$ cat config.mk
export PLATFORM = sky130hd
export DESIGN_NAME = sci_sdram_device
export DESIGN_NICKNAME = d
export VERILOG_FILES = /design/src/verilog/sci_pkg.sv /design/src/verilog/sci_sdram_device.sv
export SDC_FILE = /design/constraint.sdc
export NUM_CORES = 1
export LEC_CHECK = 0
export BUFFER_PORTS_ARGS = -buffer_cell sky130_fd_sc_hd__buf_2
export CELL_PAD_IN_SITES_DETAIL_PLACEMENT = 1
export CELL_PAD_IN_SITES_GLOBAL_PLACEMENT = 2
export CORE_MARGIN = 1
export CORE_UTILIZATION = 45
export CTS_BUF_LIST = sky130_fd_sc_hd__clkbuf_16
export CTS_CLUSTER_SIZE = 8
export DETAILED_ROUTE_END_ITERATION = 8
export PLACE_DENSITY = 0.86
export SLEW_MARGIN = 25
export SYNTH_ARGS = -nofsm -noshare
export SYNTH_HDL_FRONTEND = slang
export SYNTH_SLANG_ARGS = --single-unit
$ cat constraint.sdc
create_clock -name sys_clk -period 4.82 [get_ports sys_clk]
set_input_delay 0.723 -clock sys_clk [delete_from_list [all_inputs] [get_ports sys_clk]]
set_output_delay 0.723 -clock sys_clk [all_outputs]
set_load 0.02 [all_outputs]
$ cat src/verilog/sci_pkg.sv
// Overview of operation
// - All inputs but the asynchronous reset sampled only at rising clock edge.
// - Read: cs, cas low; ras, we high.
// - Write: cs, cas, we low; ras high.
// - Mode load: all four strobes low, address stored.
// - Decode uses present and prior clock enable.
// - Bank selects pick bank; access needs open bank.
// - Burst stop honoured only during full-page burst.
// - Enable low: idle powers down, burst suspends.
// - New row needs precharge; accesses every clock.
// - Mode sets burst type and length.
// - Data after a write burst is ignored.
// - Read interrupts read; old data drains first.
// - Precharge code; address ten selects all banks.
// - No-operation never ends a running burst.
// - Address ten on access requests auto precharge.
// - Refresh code; enable low means self refresh.
package sci_pkg;
  localparam int BANKS = 4;
  localparam int BANK_W = 2;
  localparam int ADDR_W = 12;
  localparam int COL_W = 10;
  localparam int DATA_W = 4;
  localparam int MEM_COL_W = 4;
  localparam int MEM_ROW_W = 1;
  localparam int IDX_W = BANK_W + MEM_ROW_W + MEM_COL_W;
  localparam int FIFO_DEPTH = 8;
  localparam int AUTO_PRE_BIT = 10;
  localparam int MR_BL_LSB = 0;
  localparam int MR_BT_BIT = 3;
  localparam int MR_CL_LSB = 4;
  localparam logic [2:0] CMD_ACTIVATE = 3'h3;
  localparam logic [2:0] CMD_PRECHARGE = 3'h2;
  localparam logic [2:0] CMD_WRITE = 3'h4;
  localparam logic [2:0] CMD_READ = 3'h5;
  localparam logic [2:0] CMD_MODE_LOAD = 3'h0;
  localparam logic [2:0] CMD_NOP = 3'h7;
  localparam logic [2:0] CMD_BURST_STOP = 3'h6;
  localparam logic [2:0] CMD_REFRESH = 3'h1;
  localparam logic [2:0] BL_2 = 3'h1;
  localparam logic [2:0] BL_4 = 3'h2;
  localparam logic [2:0] BL_8 = 3'h3;
  localparam logic [2:0] BL_FULL = 3'h7;
  localparam logic [2:0] CL_3 = 3'h3;
  localparam logic [ADDR_W-1:0] MODE_RESET = 12'h000;
  localparam logic [3:0] REFRESH_RESET = 4'h0;
  localparam logic [3:0] REFRESH_MAX = 4'hF;
  localparam logic CKE_PREV_RESET = 1'b0;

  typedef enum logic [1:0] {
    SCI_RUN = 2'b00,
    SCI_SUSPEND = 2'b01,
    SCI_PWRDN = 2'b11,
    SCI_SELFREF = 2'b10
  } sci_power_t;

  typedef struct packed {
    logic [IDX_W-1:0] idx;
    logic [DATA_W-1:0] data;
  } sci_wr_t;

  typedef struct packed {
    logic valid;
    logic [DATA_W-1:0] data;
  } sci_rd_t;
endpackage

$ cat src/verilog/sci_sdram_device.sv
`timescale 1ns/1ps
module sci_fifo #(
  parameter int WIDTH = 8,
  parameter int DEPTH = 8
) (
  input wire logic sys_clk,
  input wire logic reset,
  input wire logic in_valid,
  output logic in_ready,
  input wire logic [WIDTH-1:0] in_data,
  output logic out_valid,
  input wire logic out_ready,
  output logic [WIDTH-1:0] out_data
);
  localparam int PTR_W = $clog2(DEPTH);
  logic [WIDTH-1:0] store_reg [DEPTH];
  logic [PTR_W-1:0] wr_ptr_reg;
  logic [PTR_W-1:0] rd_ptr_reg;
  logic [PTR_W:0] count_reg;
  logic push;
  logic pop;

  assign in_ready = count_reg != (PTR_W+1)'(DEPTH);
  assign out_valid = count_reg != '0;
  assign out_data = store_reg[rd_ptr_reg];
  assign push = in_valid && in_ready;
  assign pop = out_valid && out_ready;

  always_ff @(posedge sys_clk) begin
    if (push) begin
      store_reg[wr_ptr_reg] <= in_data;
    end
  end

  always_ff @(posedge sys_clk or posedge reset) begin
    if (reset) begin
      wr_ptr_reg <= '0;
      rd_ptr_reg <= '0;
      count_reg <= '0;
    end else begin
      if (push) begin
        wr_ptr_reg <= (wr_ptr_reg == PTR_W'(DEPTH - 1)) ? '0 : wr_ptr_reg + PTR_W'(1);
      end
      if (pop) begin
        rd_ptr_reg <= (rd_ptr_reg == PTR_W'(DEPTH - 1)) ? '0 : rd_ptr_reg + PTR_W'(1);
      end
      if (push && !pop) begin
        count_reg <= count_reg + (PTR_W+1)'(1);
      end else if (pop && !push) begin
        count_reg <= count_reg - (PTR_W+1)'(1);
      end
    end
  end
endmodule // sci_fifo

module sci_sdram_device
  import sci_pkg::*;
#(
  parameter int WBUF_DEPTH = FIFO_DEPTH
) (
  input wire logic sys_clk,
  input wire logic reset,
  input wire logic cke,
  input wire logic cs_n,
  input wire logic ras_n,
  input wire logic cas_n,
  input wire logic we_n,
  input wire logic bank_select_low,
  input wire logic bank_select_high,
  input wire logic [ADDR_W-1:0] addr,
  input wire logic dqm,
  input wire logic [DATA_W-1:0] dq_in,
  output logic [DATA_W-1:0] dq_out,
  output logic dq_oe,
  output logic wbuf_ready,
  output logic [BANKS-1:0] bank_open,
  output sci_power_t power_state,
  output logic [ADDR_W-1:0] mode_value,
  output logic mode_loaded,
  output logic [3:0] refresh_count,
  output logic prior_cycle_clock_enable
);
  logic cke_prev_reg;
  sci_power_t power_reg;
  logic [ADDR_W-1:0] mode_reg;
  logic mode_loaded_reg;
  logic [3:0] refresh_count_reg;
  logic open_reg [BANKS];
  logic [MEM_ROW_W-1:0] row_reg [BANKS];
  logic [BANKS-1:0] open_vec;
  logic burst_active_reg;
  logic burst_write_reg;
  logic [BANK_W-1:0] burst_bank_reg;
  logic [COL_W-1:0] burst_start_reg;
  logic [COL_W-1:0] burst_cnt_reg;
  logic burst_ap_reg;
  sci_rd_t pipe_reg [2];
  sci_rd_t pipe_out;
  logic dqm_d1_reg;
  logic [DATA_W-1:0] dq_out_reg;
  logic dq_oe_reg;
  logic wbuf_ready_reg;
  logic [DATA_W-1:0] mem_reg [2**IDX_W];

  logic run;
  logic sel;
  logic [2:0] cmd;
  logic [BANK_W-1:0] bank;
  logic [2:0] bl;
  logic [2:0] cl;
  logic ilv;
  logic full_page;
  logic all_idle;
  logic [COL_W-1:0] msk;
  logic rw_cmd;
  logic new_go;
  logic bst_go;
  logic mrs_go;
  logic ref_go;
  logic beat_now;
  logic beat_write;
  logic [BANK_W-1:0] beat_bank;
  logic [COL_W-1:0] beat_cnt;
  logic [COL_W-1:0] beat_start;
  logic [COL_W-1:0] beat_col;
  logic beat_ap;
  logic beat_last;
  logic rd_beat;
  logic ap_close;
  sci_wr_t wr_word;
  sci_wr_t drain_word;
  logic wfifo_in_valid;
  logic wfifo_in_ready;
  logic wfifo_out_valid;
  logic wfifo_out_ready;

  // Commands count only when enable was high one edge earlier; a low enable freezes the core.
  assign run = cke_prev_reg;
  assign sel = run && !cs_n;
  assign cmd = {ras_n, cas_n, we_n};
  assign bank = {bank_select_high, bank_select_low};
  assign bl = mode_reg[MR_BL_LSB +: 3];
  assign cl = mode_reg[MR_CL_LSB +: 3];
  assign full_page = bl == BL_FULL;
  assign ilv = mode_reg[MR_BT_BIT] && !full_page;
  assign all_idle = (open_vec == '0) && !burst_active_reg;

  always_comb begin
    case (bl)
      BL_2: msk = COL_W'(1);
      BL_4: msk = COL_W'(3);
      BL_8: msk = COL_W'(7);
      BL_FULL: msk = '1;
      default: msk = '0;
    endcase
  end

  // An access is taken only into an open bank and never breaks an auto-precharge burst.
  assign rw_cmd = sel && (cmd == CMD_READ || cmd == CMD_WRITE);
  assign new_go = rw_cmd && open_vec[bank] && !(burst_active_reg && burst_ap_reg);
  assign bst_go = sel && cmd == CMD_BURST_STOP && full_page && burst_active_reg;
  assign mrs_go = sel && cmd == CMD_MODE_LOAD && all_idle;
  assign ref_go = sel && cmd == CMD_REFRESH && cke && all_idle;

  // A no-operation leaves the burst running; only stop, a new access or its end close it.
  assign beat_now = new_go || (run && burst_active_reg && !bst_go);
  assign beat_write = new_go ? (cmd == CMD_WRITE) : burst_write_reg;
  assign beat_bank = new_go ? bank : burst_bank_reg;
  assign beat_cnt = new_go ? '0 : burst_cnt_reg;
  assign beat_start = new_go ? addr[COL_W-1:0] : burst_start_reg;
  assign beat_ap = new_go ? addr[AUTO_PRE_BIT] : burst_ap_reg;
  assign beat_last = beat_cnt == msk;
  assign beat_col = (beat_start & ~msk) |
    ((ilv ? (beat_start ^ beat_cnt) : (beat_start + beat_cnt)) & msk);
  assign rd_beat = beat_now && !beat_write;
  assign ap_close = beat_now && beat_last && beat_ap;

  always_ff @(posedge sys_clk or posedge reset) begin
    if (reset) begin
      cke_prev_reg <= CKE_PREV_RESET;
    end else begin
      cke_prev_reg <= cke;
    end
  end

  always_ff @(posedge sys_clk or posedge reset) begin
    if (reset) begin
      power_reg <= SCI_RUN;
    end else begin
      case (power_reg)
        SCI_RUN: begin
          if (cke_prev_reg && !cke) begin
            if (burst_active_reg || new_go) begin
              power_reg <= SCI_SUSPEND;
            end else if (sel && cmd == CMD_REFRESH && all_idle) begin
              power_reg <= SCI_SELFREF;
            end else begin
              power_reg <= SCI_PWRDN;
            end
          end
        end
        default: begin
          if (!cke_prev_reg && cke) begin
            power_reg <= SCI_RUN;
          end
        end
      endcase
    end
  end

  for (genvar b = 0; b < BANKS; b++) begin : g_bank
    assign open_vec[b] = open_reg[b];
    always_ff @(posedge sys_clk or posedge reset) begin
      if (reset) begin
        open_reg[b] <= 1'b0;
        row_reg[b] <= '0;
      end else if (sel && cmd == CMD_ACTIVATE && bank == BANK_W'(b) && !open_reg[b]) begin
        open_reg[b] <= 1'b1;
        row_reg[b] <= addr[MEM_ROW_W-1:0];
      end else if ((sel && cmd == CMD_PRECHARGE && (addr[AUTO_PRE_BIT] || bank == BANK_W'(b)))
                   || (ap_close && beat_bank == BANK_W'(b))) begin
        open_reg[b] <= 1'b0;
      end
    end
  end

  always_ff @(posedge sys_clk or posedge reset) begin
    if (reset) begin
      burst_active_reg <= 1'b0;
      burst_write_reg <= 1'b0;
      burst_bank_reg <= '0;
      burst_start_reg <= '0;
      burst_cnt_reg <= '0;
      burst_ap_reg <= 1'b0;
    end else if (new_go) begin
      // A new access restarts a full-length burst at its own column.
      burst_active_reg <= msk != '0;
      burst_write_reg <= cmd == CMD_WRITE;
      burst_bank_reg <= bank;
      burst_start_reg <= addr[COL_W-1:0];
      burst_cnt_reg <= COL_W'(1);
      burst_ap_reg <= addr[AUTO_PRE_BIT];
    end else if (bst_go) begin
      burst_active_reg <= 1'b0;
    end else if (run && burst_active_reg) begin
      burst_cnt_reg <= burst_cnt_reg + COL_W'(1);
      if (beat_last) begin
        burst_active_reg <= 1'b0;
      end
    end
  end

  always_ff @(posedge sys_clk or posedge reset) begin
    if (reset) begin
      mode_reg <= MODE_RESET;
      mode_loaded_reg <= 1'b0;
      refresh_count_reg <= REFRESH_RESET;
    end else begin
      if (mrs_go) begin
        mode_reg <= addr;
        mode_loaded_reg <= 1'b1;
      end
      if (ref_go && refresh_count_reg != REFRESH_MAX) begin
        refresh_count_reg <= refresh_count_reg + 4'h1;
      end
    end
  end

  // Write beats are taken only inside a burst, so trailing bus data never reaches the array.
  assign wfifo_in_valid = beat_now && beat_write && !dqm;
  assign wr_word = '{idx: {beat_bank, row_reg[beat_bank], beat_col[MEM_COL_W-1:0]}, data: dq_in};
  // The array has one port, so draining yields to read beats and stops while the clock is gated.
  assign wfifo_out_ready = power_reg == SCI_RUN && !rd_beat;

  sci_fifo #(
    .WIDTH($bits(sci_wr_t)),
    .DEPTH(WBUF_DEPTH)
  ) u_wbuf (
    .sys_clk(sys_clk),
    .reset(reset),
    .in_valid(wfifo_in_valid),
    .in_ready(wfifo_in_ready),
    .in_data(wr_word),
    .out_valid(wfifo_out_valid),
    .out_ready(wfifo_out_ready),
    .out_data(drain_word)
  );

  always_ff @(posedge sys_clk) begin
    if (wfifo_out_valid && wfifo_out_ready) begin
      mem_reg[drain_word.idx] <= drain_word.data;
    end
  end

  assign pipe_out = (cl == CL_3) ? pipe_reg[1] : pipe_reg[0];

  always_ff @(posedge sys_clk or posedge reset) begin
    if (reset) begin
      pipe_reg[0] <= '0;
      pipe_reg[1] <= '0;
      dqm_d1_reg <= 1'b0;
      dq_out_reg <= '0;
      dq_oe_reg <= 1'b0;
    end else if (run) begin
      dqm_d1_reg <= dqm;
      if (new_go && cmd == CMD_WRITE) begin
        // The write owns the bus at once; pending read data is dropped.
        pipe_reg[0] <= '0;
        pipe_reg[1] <= '0;
        dq_oe_reg <= 1'b0;
      end else begin
        pipe_reg[0] <= '{valid: rd_beat, data: rd_beat ?
          mem_reg[{beat_bank, row_reg[beat_bank], beat_col[MEM_COL_W-1:0]}] : '0};
        pipe_reg[1] <= pipe_reg[0];
        dq_oe_reg <= pipe_out.valid && !dqm_d1_reg;
        dq_out_reg <= pipe_out.data;
      end
    end
  end

  always_ff @(posedge sys_clk or posedge reset) begin
    if (reset) begin
      wbuf_ready_reg <= 1'b0;
    end else begin
      wbuf_ready_reg <= wfifo_in_ready;
    end
  end

  assign dq_out = dq_out_reg;
  assign dq_oe = dq_oe_reg;
  assign wbuf_ready = wbuf_ready_reg;
  assign bank_open = open_vec;
  assign power_state = power_reg;
  assign mode_value = mode_reg;
  assign mode_loaded = mode_loaded_reg;
  assign refresh_count = refresh_count_reg;
  assign prior_cycle_clock_enable = cke_prev_reg;
endmodule // sci_sdram_device

==> impl_metrics.py, run 1 <==
metrics = {
    "clock_tree": {
        "cts_tree": "done",
        "cts-resized-gates": 0,
        "root_buffer": "clkbuf_16",
        "clk_pin_slew_ns": 0.05,
        "hold_buffers": 0,
        "clk_latency_ns": 0.64,
        "htree_levels": 3,
        "cts.path.max_buffers": 3,
        "numCtsBuffers": 94,
        "clock_sinks": 674,
        "post_cts_buffers": 0,
    },
    "timing": {
        "drv_slew": 0,
        "timing.final.crit_share_pct": 93.4,
        "fin_crit_ns": 4.50,
        "max_slew_margin_pct": 37.2,
        "rsz0062_at_grt": "no",
        "timing.setup.tns_ns": 0,
        "finalHoldViolCount": 0,
        "timing.hold.ws_ns": 0.177,
        "max_freq_mhz": 222,
        "tightest_slew_ns": 0.939,
        "setup_violations": 0,
        "finClkSkew_ns": 0.0292,
    },
    "route": {
        "drt_iter0_drc": 1779,
        "final_antenna_net_count": 0,
        "remaining_drc_errors": 0,
        "first_pass_iters": 5,
        "vias": 19100,
        "viasPerCell": 6.17,
        "totalWireLength_um": 85000,
        "wire_per_inst_um": 27.4,
    },
    "power_and_ir_drop": {
        "p_leak_nw": 11.6,
        "p_comb_share_pct": 35.4,
        "power_switching_share_pct": 37.6,
        "peakVddDrop_mv": 0.304,
        "cellInternalPower_mw": 13.3,
        "clkPwrFrac_pct": 28.1,
        "netSwitchingPower_mw": 7.99,
        "powerDensity_nw_per_um2": 652,
        "power_frac_seq_pct": 36.5,
    },
    "grt": {
        "antenna_found_initial": 0,
        "grt_pass1_vias": 20100,
        "grt-ovfl-total": 0,
        "gr-usage-all-layers_pct": 26.8,
        "grt_max_degree": 92,
        "grt_first_pass_wirelength_um": 128000,
    },
    "yosys": {
        "seq_area_frac_synth_pct": 69.9,
        "synth_top_cell_area_share_pct": 63.4,
        "synthesis.area_um2": 28400,
        "yosys_most_used_dff": "edfxtp_1",
        "ys_ff_latch": 674,
        "synth_largest_area_cell": "edfxtp_1",
        "syn_inst": 2107,
        "yosysWarnings": 0,
        "ys_top_cells_by_area": "edfxtp_1 63%, dfrtp_1 6.5%, nand2_1 4.8%",
        "synth-edff-count": 600,
        "async_flop_share_pct": 11.0,
        "synthDistinctLibCells": 75,
        "syn_nets": 2146,
        "avgSynthCellArea_um2": 13.5,
    },
    "die": {
        "start_util_pct": 45.8,
        "rows": 91,
        "core_area_um2": 62100,
        "die_area_um2": 64200,
        "dieHeight_um": 253,
        "io_pins": 56,
        "die_w_um": 253,
    },
    "critical_path": {
        "worstPathMaxFanout": 22,
        "crit_type": "flip-flop to flip-flop",
        "slowest_stage": "mux4_2",
        "path_cells": "mux4_2, nand3_2, o21ai_0, ha_1, ha_1, o21a_1, o31a_4, inv_6, buf_12, buf_4, a211oi_1, a311oi_1, nor3_1, o31ai_1, a21oi_1, o32ai_1",
        "crit_path_frequent_cell": "ha_1",
        "setup.worst_path.end_class": "flip-flop",
        "worst_path_largest_cell_delay_ns": 0.59,
        "worstSetupStartpointType": "flip-flop",
        "critPathArrivalTime_ns": 5.04,
        "critical_path_required_ns": 5.36,
    },
    "layout": {
        "fin_nets": 2252,
        "syn_to_final_growth_pct": 14.9,
        "largest_register_ffs": 512,
        "final_common_cell": "edfxtp_1",
        "drive_gt1_share_pct": 14.3,
        "layout_common_cells": "600 x edfxtp_1, 361 x nand2_1, 182 x nor2_1, 103 x and3_1, 98 x a211oi_1",
        "insertedDiodeCount": 0,
    },
    "job": {
        "max-cap-violations": 0,
    },
    "placed_design": {
        "dp_hpwl_um": 51500,
        "port_buffers": 55,
        "routabilityCongestion": 0.886,
    },
    "outcome": {
        "outcome": "finished, final reports clean",
    },
    "hold_path": {
        "hp-class": "input port to async pin",
    },
}
-- cells by family after synthesis --
| kind of cell | Yosys count | share of synthesized area [%] |
|---|---|---|
| fa+ha+maj | 14 | 0.634 |
| buf+inv | 160 | 2.82 |
| simple gates | 789 | 12.4 |
| mux | 96 | 4.56 |
| compound gates | 354 | 9.04 |
| flops | 674 | 69.9 |
| xor+xnor | 20 | 0.616 |
-- cell type report --
| cell class | count | area, µm² |
|---|---|---|
| clock inverters | 50 | 221 |
| repair buffers | 143 | 1200 |
| well taps | 837 | 1050 |
| inverters | 27 | 110 |
| clock buffers | 97 | 2430 |
| fillers | 6109 | 29400 |
| flip-flops and latches | 674 | 19900 |
| multi-input cells | 1273 | 7780 |
-- power groups by stage --
stage | sequential [mW] | combinational, mW | clock, mW
after floorplan | 7.85 | 4.26 | 0
after global placement | 7.86 | 7.15 | 0
after detailed placement | 7.88 | 7.38 | 0
after CTS | 7.77 | 7.45 | 6.04
after global routing | 7.80 | 7.91 | 6.26
final | 7.77 | 7.53 | 5.98
-- final timing paths --
kind | start | endpoint | slack, ns | depth (start not counted)
max | bank_open[3] | pipe_reg[8] | 0.32 | 16
min | reset | pipe_reg[1] | 0.18 | 2
max reg2reg | bank_open[3] | pipe_reg[8] | 0.32 | 16
min reg2reg | mode_loaded | mode_loaded | 0.46 | 1
max in group asynchronous | reset | burst_cnt_reg[8] | 3.67 | 3
min in group sys_clk | cke | prior_cycle_clock_enable | 0.29 | 1
-- layer usage --
metal | global-route usage (%) | wire (µm) | vias to the layer above
li1 | - | - | 8210
met1 | 35.6 | 34800 | 9902
met2 | 44.3 | 41100 | 853
met3 | 4.15 | 6210 | 171
met4 | 10.5 | 2830 | 0
met5 | 0 | 0 | -
-- worst max-delay path: cells and delay by family (launching register included) --
kind | cells | cell delay, ns
AO/OA/AOI/OAI | 8 | 1.84
AND/OR/NAND/NOR | 2 | 0.41
multiplexers | 1 | 0.59
adder cells (fa/ha/maj) | 2 | 0.46
buffers and inverters | 3 | 0.63
flip-flops | 1 | 0.46
-- cells in the mapped netlist (13+ instances only) --
cell type / count
nand2_1: 361
buf_2: 45
a31oi_1: 67
edfxtp_1: 600
a211oi_1: 98
a311oi_1: 34
a21oi_1: 40
nor2_1: 182
and3_1: 103
a22oi_1: 21
mux2_2: 28
mux2i_1: 44
clkbuf_1: 58
inv_1: 23
nand4_1: 25
buf_6: 13
mux4_2: 24
nand3_1: 58
nor3_1: 14
o21ai_0: 28
dfrtp_1: 74
-- stage by stage --
step | utilization (%) | area (µm²) | setup slack (ns) | std cells | power [mW]
CTS | 52.6 | 32700 | 0.351 | 3101 | 21.3
global placement | 48.4 | 30000 | 0.153 | 2954 | 15.0
floorplan | - | 28400 | 0.128 | 2107 | 12.1
detailed placement | 48.4 | 30000 | -0.0236 | 2954 | 15.3
global route | 52.6 | 32700 | 0.132 | 3101 | 22.0
finish | 52.6 | 32700 | 0.317 | 3101 | 21.3
No activity file was read; power rests on OpenSTA's default activity.
==> run 2: changes to the inputs <==
- CORE_UTILIZATION: 45 -> 41
- PLACE_DENSITY: 0.86 -> 0.83
- clock period: 4.82 -> 3.8 ns (I/O delays scaled with it)
==> run 2 against run 1 <==
  * Cell count rose by 10%
  * Combinational power grew 62%
  * Flip-flop and latch count stayed put
  * Register-to-register slack got worse by 0.43 ns
  * Sequential power rose by 26%
  * Non-clock buffer count grew 216
  * Global-route usage is 1.1 points lower
  * Via count increased by 4.2%
  * Critical path type unchanged
  * The flow now finishes with violations (setup timing)
  * Clock power increased by 27%
==> impl_metrics.py, run 2 (same netlist as run 1, synthesis figures left out) <==
metrics = {
    "outcome": {
        "outcome": "finished with violations",
        "failed_checks": "setup timing",
    },
    "clock_tree": {
        "cts_tree": "done",
        "root_buffer": "clkbuf_16",
        "cts.path.max_buffers": 3,
        "numCtsBuffers": 94,
        "clk_latency_ns": 0.65,
        "clk_pin_slew_ns": 0.05,
        "htree_levels": 3,
        "clock_sinks": 674,
    },
    "grt": {
        "grt_first_pass_wirelength_um": 136000,
        "gr-usage-all-layers_pct": 25.7,
        "grt_max_degree": 73,
        "antenna_found_initial": 0,
        "grt-ovfl-total": 0,
        "grt_pass1_vias": 21500,
    },
    "placed_design": {
        "dp_hpwl_um": 57400,
        "port_buffers": 55,
        "routabilityCongestion": 0.895,
        "place_ws_ns": -0.563,
    },
    "die": {
        "die_w_um": 265,
        "rows": 96,
        "io_pins": 56,
        "core_area_um2": 68600,
        "start_util_pct": 41.4,
        "dieHeight_um": 265,
        "die_area_um2": 70400,
    },
    "route": {
        "totalWireLength_um": 90400,
        "remaining_drc_errors": 0,
        "first_pass_iters": 5,
        "drt_iter0_drc": 1981,
        "final_antenna_net_count": 0,
        "wire_per_inst_um": 26.5,
        "vias": 19900,
        "viasPerCell": 5.84,
    },
    "job": {
        "max-cap-violations": 0,
    },
    "power_and_ir_drop": {
        "peakVddDrop_mv": 0.382,
        "powerDensity_nw_per_um2": 834,
        "p_leak_nw": 13.0,
    },
    "timing": {
        "finalHoldViolCount": 0,
        "tightest_slew_ns": 0.916,
        "max_slew_margin_pct": 38.7,
        "rsz0062_at_grt": "yes",
        "finClkSkew_ns": 0.0228,
        "max_freq_mhz": 256,
        "setup_violations": 4,
        "timing.final.crit_share_pct": 103,
        "fin_ws_ns": -0.109,
        "fin_crit_ns": 3.91,
        "drv_slew": 0,
        "timing.hold.ws_ns": 0.0869,
    },
    "layout": {
        "layout_common_cells": "600 x edfxtp_1, 360 x nand2_1, 243 x buf_4, 151 x nor2_1, 103 x and3_1",
        "insertedDiodeCount": 0,
        "largest_register_ffs": 512,
        "drive_gt1_share_pct": 26.3,
        "fin_nets": 2468,
        "syn_to_final_growth_pct": 25.1,
        "final_common_cell": "edfxtp_1",
    },
    "critical_path": {
        "critPathArrivalTime_ns": 4.44,
        "critical_path_required_ns": 4.33,
        "worstPathMaxFanout": 11,
        "setup.worst_path.end_class": "flip-flop",
        "worstSetupStartpointType": "flip-flop",
        "crit_type": "flip-flop to flip-flop",
    },
    "hold_path": {
        "hp-class": "input port to async pin",
    },
}
run 2: changes by cell type in the layout (fill, tap and decap cells not counted), sizes merged:
cell      previous run  this run
buf                143       355
bufbuf               0         3
clkinv               3         6
clkinvlp             1         0
inv                 73        72
run 2: area by class of cell:
type | count | area (µm²)
clock inverters | 51 | 259
multi-input cells | 1273 | 8420
clock buffers | 96 | 2400
well taps | 931 | 1160
repair buffers | 359 | 3310
flip-flops and latches | 674 | 19900
inverters | 27 | 125
fillers | 6766 | 33000
run 2: final timing paths:
path                              startpoint                       end  slack, ns  cells past startpoint
worst max register to register  bank_open[3]               pipe_reg[6]      -0.11                     17
min in group sys_clk                     cke  prior_cycle_clock_enable       0.12                      1
max in group asynchronous              reset               pipe_reg[8]       2.80                      3
worst max-delay path            bank_open[3]               pipe_reg[6]      -0.11                     17
worst min-delay path                   reset      u_wbuf.rd_ptr_reg[0]       0.09                      2
worst min register to register   mode_loaded               mode_loaded       0.46                      1
run 2: metal layers:
metal / share of wire, % / wire [µm] / GRT usage (%)
met1: 40 / 36300 / 33.6
met2: 49 / 44100 / 42.3
met3: 8.1 / 7340 / 4.99
met4: 2.9 / 2660 / 10.1
met5: 0 / 0 / 0
run 2: per-stage QoR:
step	setup TNS (ns)	power [mW]	area (µm²)	std cells	utilization, %
after floorplan	-0.708	15.5	28500	2107	-
after global placement	-1.99	20.6	31900	3241	46.6
after detailed placement	-4.37	21.0	31900	3241	46.6
after CTS	-0.214	29.2	35200	3409	51.3
after global routing	-0.667	30.6	35600	3411	51.8
final	-0.392	29.6	35600	3411	51.8
run 2: critical path, stage by stage (launching register included):
cell and delay (ns):
dfrtp_1 0.38, mux4_2 0.53, buf_6 0.15, a31o_4 0.22, o21ai_4 0.07, ha_4 0.18, ha_4 0.14, a21oi_2 0.03
o21a_1 0.18, a32o_2 0.33, buf_4 0.18, buf_12 0.16, nor2_2 0.23, buf_4 0.20, a221oi_1 0.08, nand2_1 0.13
nand4_1 0.24, o41ai_2 0.36
run 2: repair_timing:
item	4_1_cts	5_1_grt
resized for setup	59	80
cloned	4	1
pin swaps	24	27
hold buffers	0	0
endpoints found under the setup margin	4	233
buffers inserted	17	1
run 2: report_power, final:
part / total (mW) / switching, mW / internal [mW]
Clock: 7.59 / 3.09 / 4.49
Combinational: 12.2 / 7.65 / 4.59
Sequential: 9.81 / 0.265 / 9.54
Total: 29.6 / 11.0 / 18.6
==> run 3: changes to the inputs <==
- SKIP_LAST_GASP: default -> 1
==> run 3 against run 2 <==
  * Critical path type unchanged
  * Routed wire length down 0.23%
  * Sequential share of layout area hardly changed
  * Clock power about the same
  * Die area unchanged
  * Combinational power about the same
  * The run still ends with setup timing left
  * Highest routed layer unchanged
==> impl_metrics.py, run 3 (same netlist as run 1, synthesis figures left out) <==
metrics = {
    "die": {
        "core_area_um2": 68600,
        "die_w_um": 265,
        "dieHeight_um": 265,
        "start_util_pct": 41.4,
        "rows": 96,
        "die_area_um2": 70400,
        "io_pins": 56,
    },
    "route": {
        "wl_met1_um": 36600,
        "vias": 19900,
        "remaining_drc_errors": 0,
        "met3WireLength_um": 6680,
        "wl_met2_um": 44200,
        "final_antenna_net_count": 0,
        "top_layer": "met4",
        "totalWireLength_um": 90200,
        "wire_per_inst_um": 26.4,
        "first_pass_iters": 5,
        "drt_iter0_drc": 2023,
        "viasPerCell": 5.84,
    },
    "critical_path": {
        "cp_top_family": "compound AO/OA/AOI/OAI gates",
        "critical_path_required_ns": 4.31,
        "crit_type": "flip-flop to flip-flop",
        "worst_path_largest_cell_delay_ns": 0.53,
        "crit_buf_inv": 4,
        "critPathArrivalTime_ns": 4.44,
        "path_cells": "mux4_2, buf_6, a31o_4, o21ai_4, ha_4, ha_4, a21oi_2, o21a_1, a32o_2, clkinv_4, buf_6, a211oi_1, a31oi_1, buf_4, a22oi_2, nand3_2, nand4_1, o41ai_2",
        "worstSetupStartpointType": "flip-flop",
        "worstPathMaxFanout": 12,
        "slowest_stage": "mux4_2",
        "reg2reg_slack_ns": -0.13,
        "setup.worst_path.end_class": "flip-flop",
    },
    "layout": {
        "fin_nets": 2468,
        "layout_common_cells": "600 x edfxtp_1, 360 x nand2_1, 241 x buf_4, 151 x nor2_1, 102 x and3_1",
        "syn_to_final_growth_pct": 25.1,
        "final_common_cell": "edfxtp_1",
        "stdcell_count": 3411,
        "drive_gt1_share_pct": 26.2,
        "largest_register_ffs": 512,
        "fin_util_pct": 51.8,
        "finish.instance_area_um2": 35500,
        "insertedDiodeCount": 0,
    },
    "power_and_ir_drop": {
        "p_leak_nw": 13.0,
        "powerDensity_nw_per_um2": 833,
        "power_mw": 29.6,
        "peakVddDrop_mv": 0.378,
    },
    "job": {
        "max-cap-violations": 0,
    },
    "grt": {
        "gr-usage-all-layers_pct": 25.7,
        "antenna_found_initial": 0,
        "grt_first_pass_wirelength_um": 136000,
        "grt_max_degree": 73,
        "grt-ovfl-total": 0,
        "grt_pass1_vias": 21500,
    },
    "placed_design": {
        "dp_hpwl_um": 57400,
        "dp.cells": 3241,
        "port_buffers": 55,
        "routabilityCongestion": 0.895,
        "placed_cell_area_um2": 31900,
    },
    "clock_tree": {
        "cts_tree": "done",
        "clk_latency_ns": 0.65,
        "clock_sinks": 674,
        "cts.path.max_buffers": 3,
        "clk_pin_slew_ns": 0.05,
        "htree_levels": 3,
        "numCtsBuffers": 94,
        "root_buffer": "clkbuf_16",
    },
    "timing": {
        "max_freq_mhz": 255,
        "max_slew_margin_pct": 39.6,
        "timing.final.crit_share_pct": 103,
        "tightest_slew_ns": 0.903,
        "fin_ws_ns": -0.126,
        "setup_violations": 4,
        "finClkSkew_ns": 0.0235,
        "finalHoldViolCount": 0,
        "drv_slew": 0,
        "timing.setup.tns_ns": -0.402,
        "fin_crit_ns": 3.93,
        "rsz0062_at_grt": "yes",
    },
    "hold_path": {
        "hp-class": "input port to async pin",
    },
    "outcome": {
        "outcome": "finished with violations",
        "failed_checks": "setup timing",
    },
}
==> run 3: cell count changes in the layout (fill, tap and decap cells not counted) <==
| cell | before | now |
|---|---|---|
| a22oi_2 | 5 | 4 |
| a21oi_2 | 9 | 8 |
| buf_6 | 7 | 9 |
| a211oi_1 | 79 | 80 |
| a21oi_1 | 31 | 32 |
| buf_4 | 243 | 241 |
| and3_1 | 103 | 102 |
| and3_4 | 1 | 2 |
| a211oi_2 | 16 | 15 |
| a22oi_1 | 16 | 17 |
==> run 3: final cells by class <==
class                      count  area [µm²]
clock inverter                51         259
fill                        6769       33000
tap                          931        1160
inverter                      27         125
clock buffer                  96        2400
sequential                   674       19900
multi-input combinational   1273        8410
timing repair buffer         359        3310
==> run 3: where the power goes <==
group	internal [mW]	switching [mW]	total, mW
clock	4.49	3.09	7.58
sequential	9.54	0.267	9.81
combinational	4.59	7.62	12.2
==> run 3: worst paths after layout <==
path | end | depth (start not counted) | startpoint
min in group sys_clk | prior_cycle_clock_enable | 1 | cke
worst min register to register | mode_loaded | 1 | mode_loaded
max in group asynchronous | pipe_reg[7] | 3 | reset
worst max-delay path | pipe_reg[6] | 18 | bank_open[3]
worst min-delay path | u_wbuf.rd_ptr_reg[0] | 2 | reset
worst max register to register | pipe_reg[6] | 18 | bank_open[3]
==> run 3: layer usage <==
metal / vias up / global-route usage (%)
met5: - / 0
met4: 0 / 10.1
met3: 161 / 4.98
met2: 844 / 42.3
met1: 10200 / 33.6
li1: 8653 / -
==> run 3: through the flow <==
| step | setup slack (ns) | hold WS [ns] |
|---|---|---|
| global route | -0.188 | 0.105 |
| floorplan | -0.209 | 0.456 |
| global placement | -0.601 | 0.448 |
| detailed placement | -0.563 | 0.449 |
| finish | -0.126 | 0.0848 |
| CTS | -0.0912 | 0.0824 |
==> run 3: what timing repair did <==
item                                    4_1_cts  5_1_grt
endpoints found under the setup margin        4      233
pin swaps                                    24       22
gates resized for setup                      57       82
setup buffers                                17        1
cloned                                        4        1
hold buffers                                  0        0
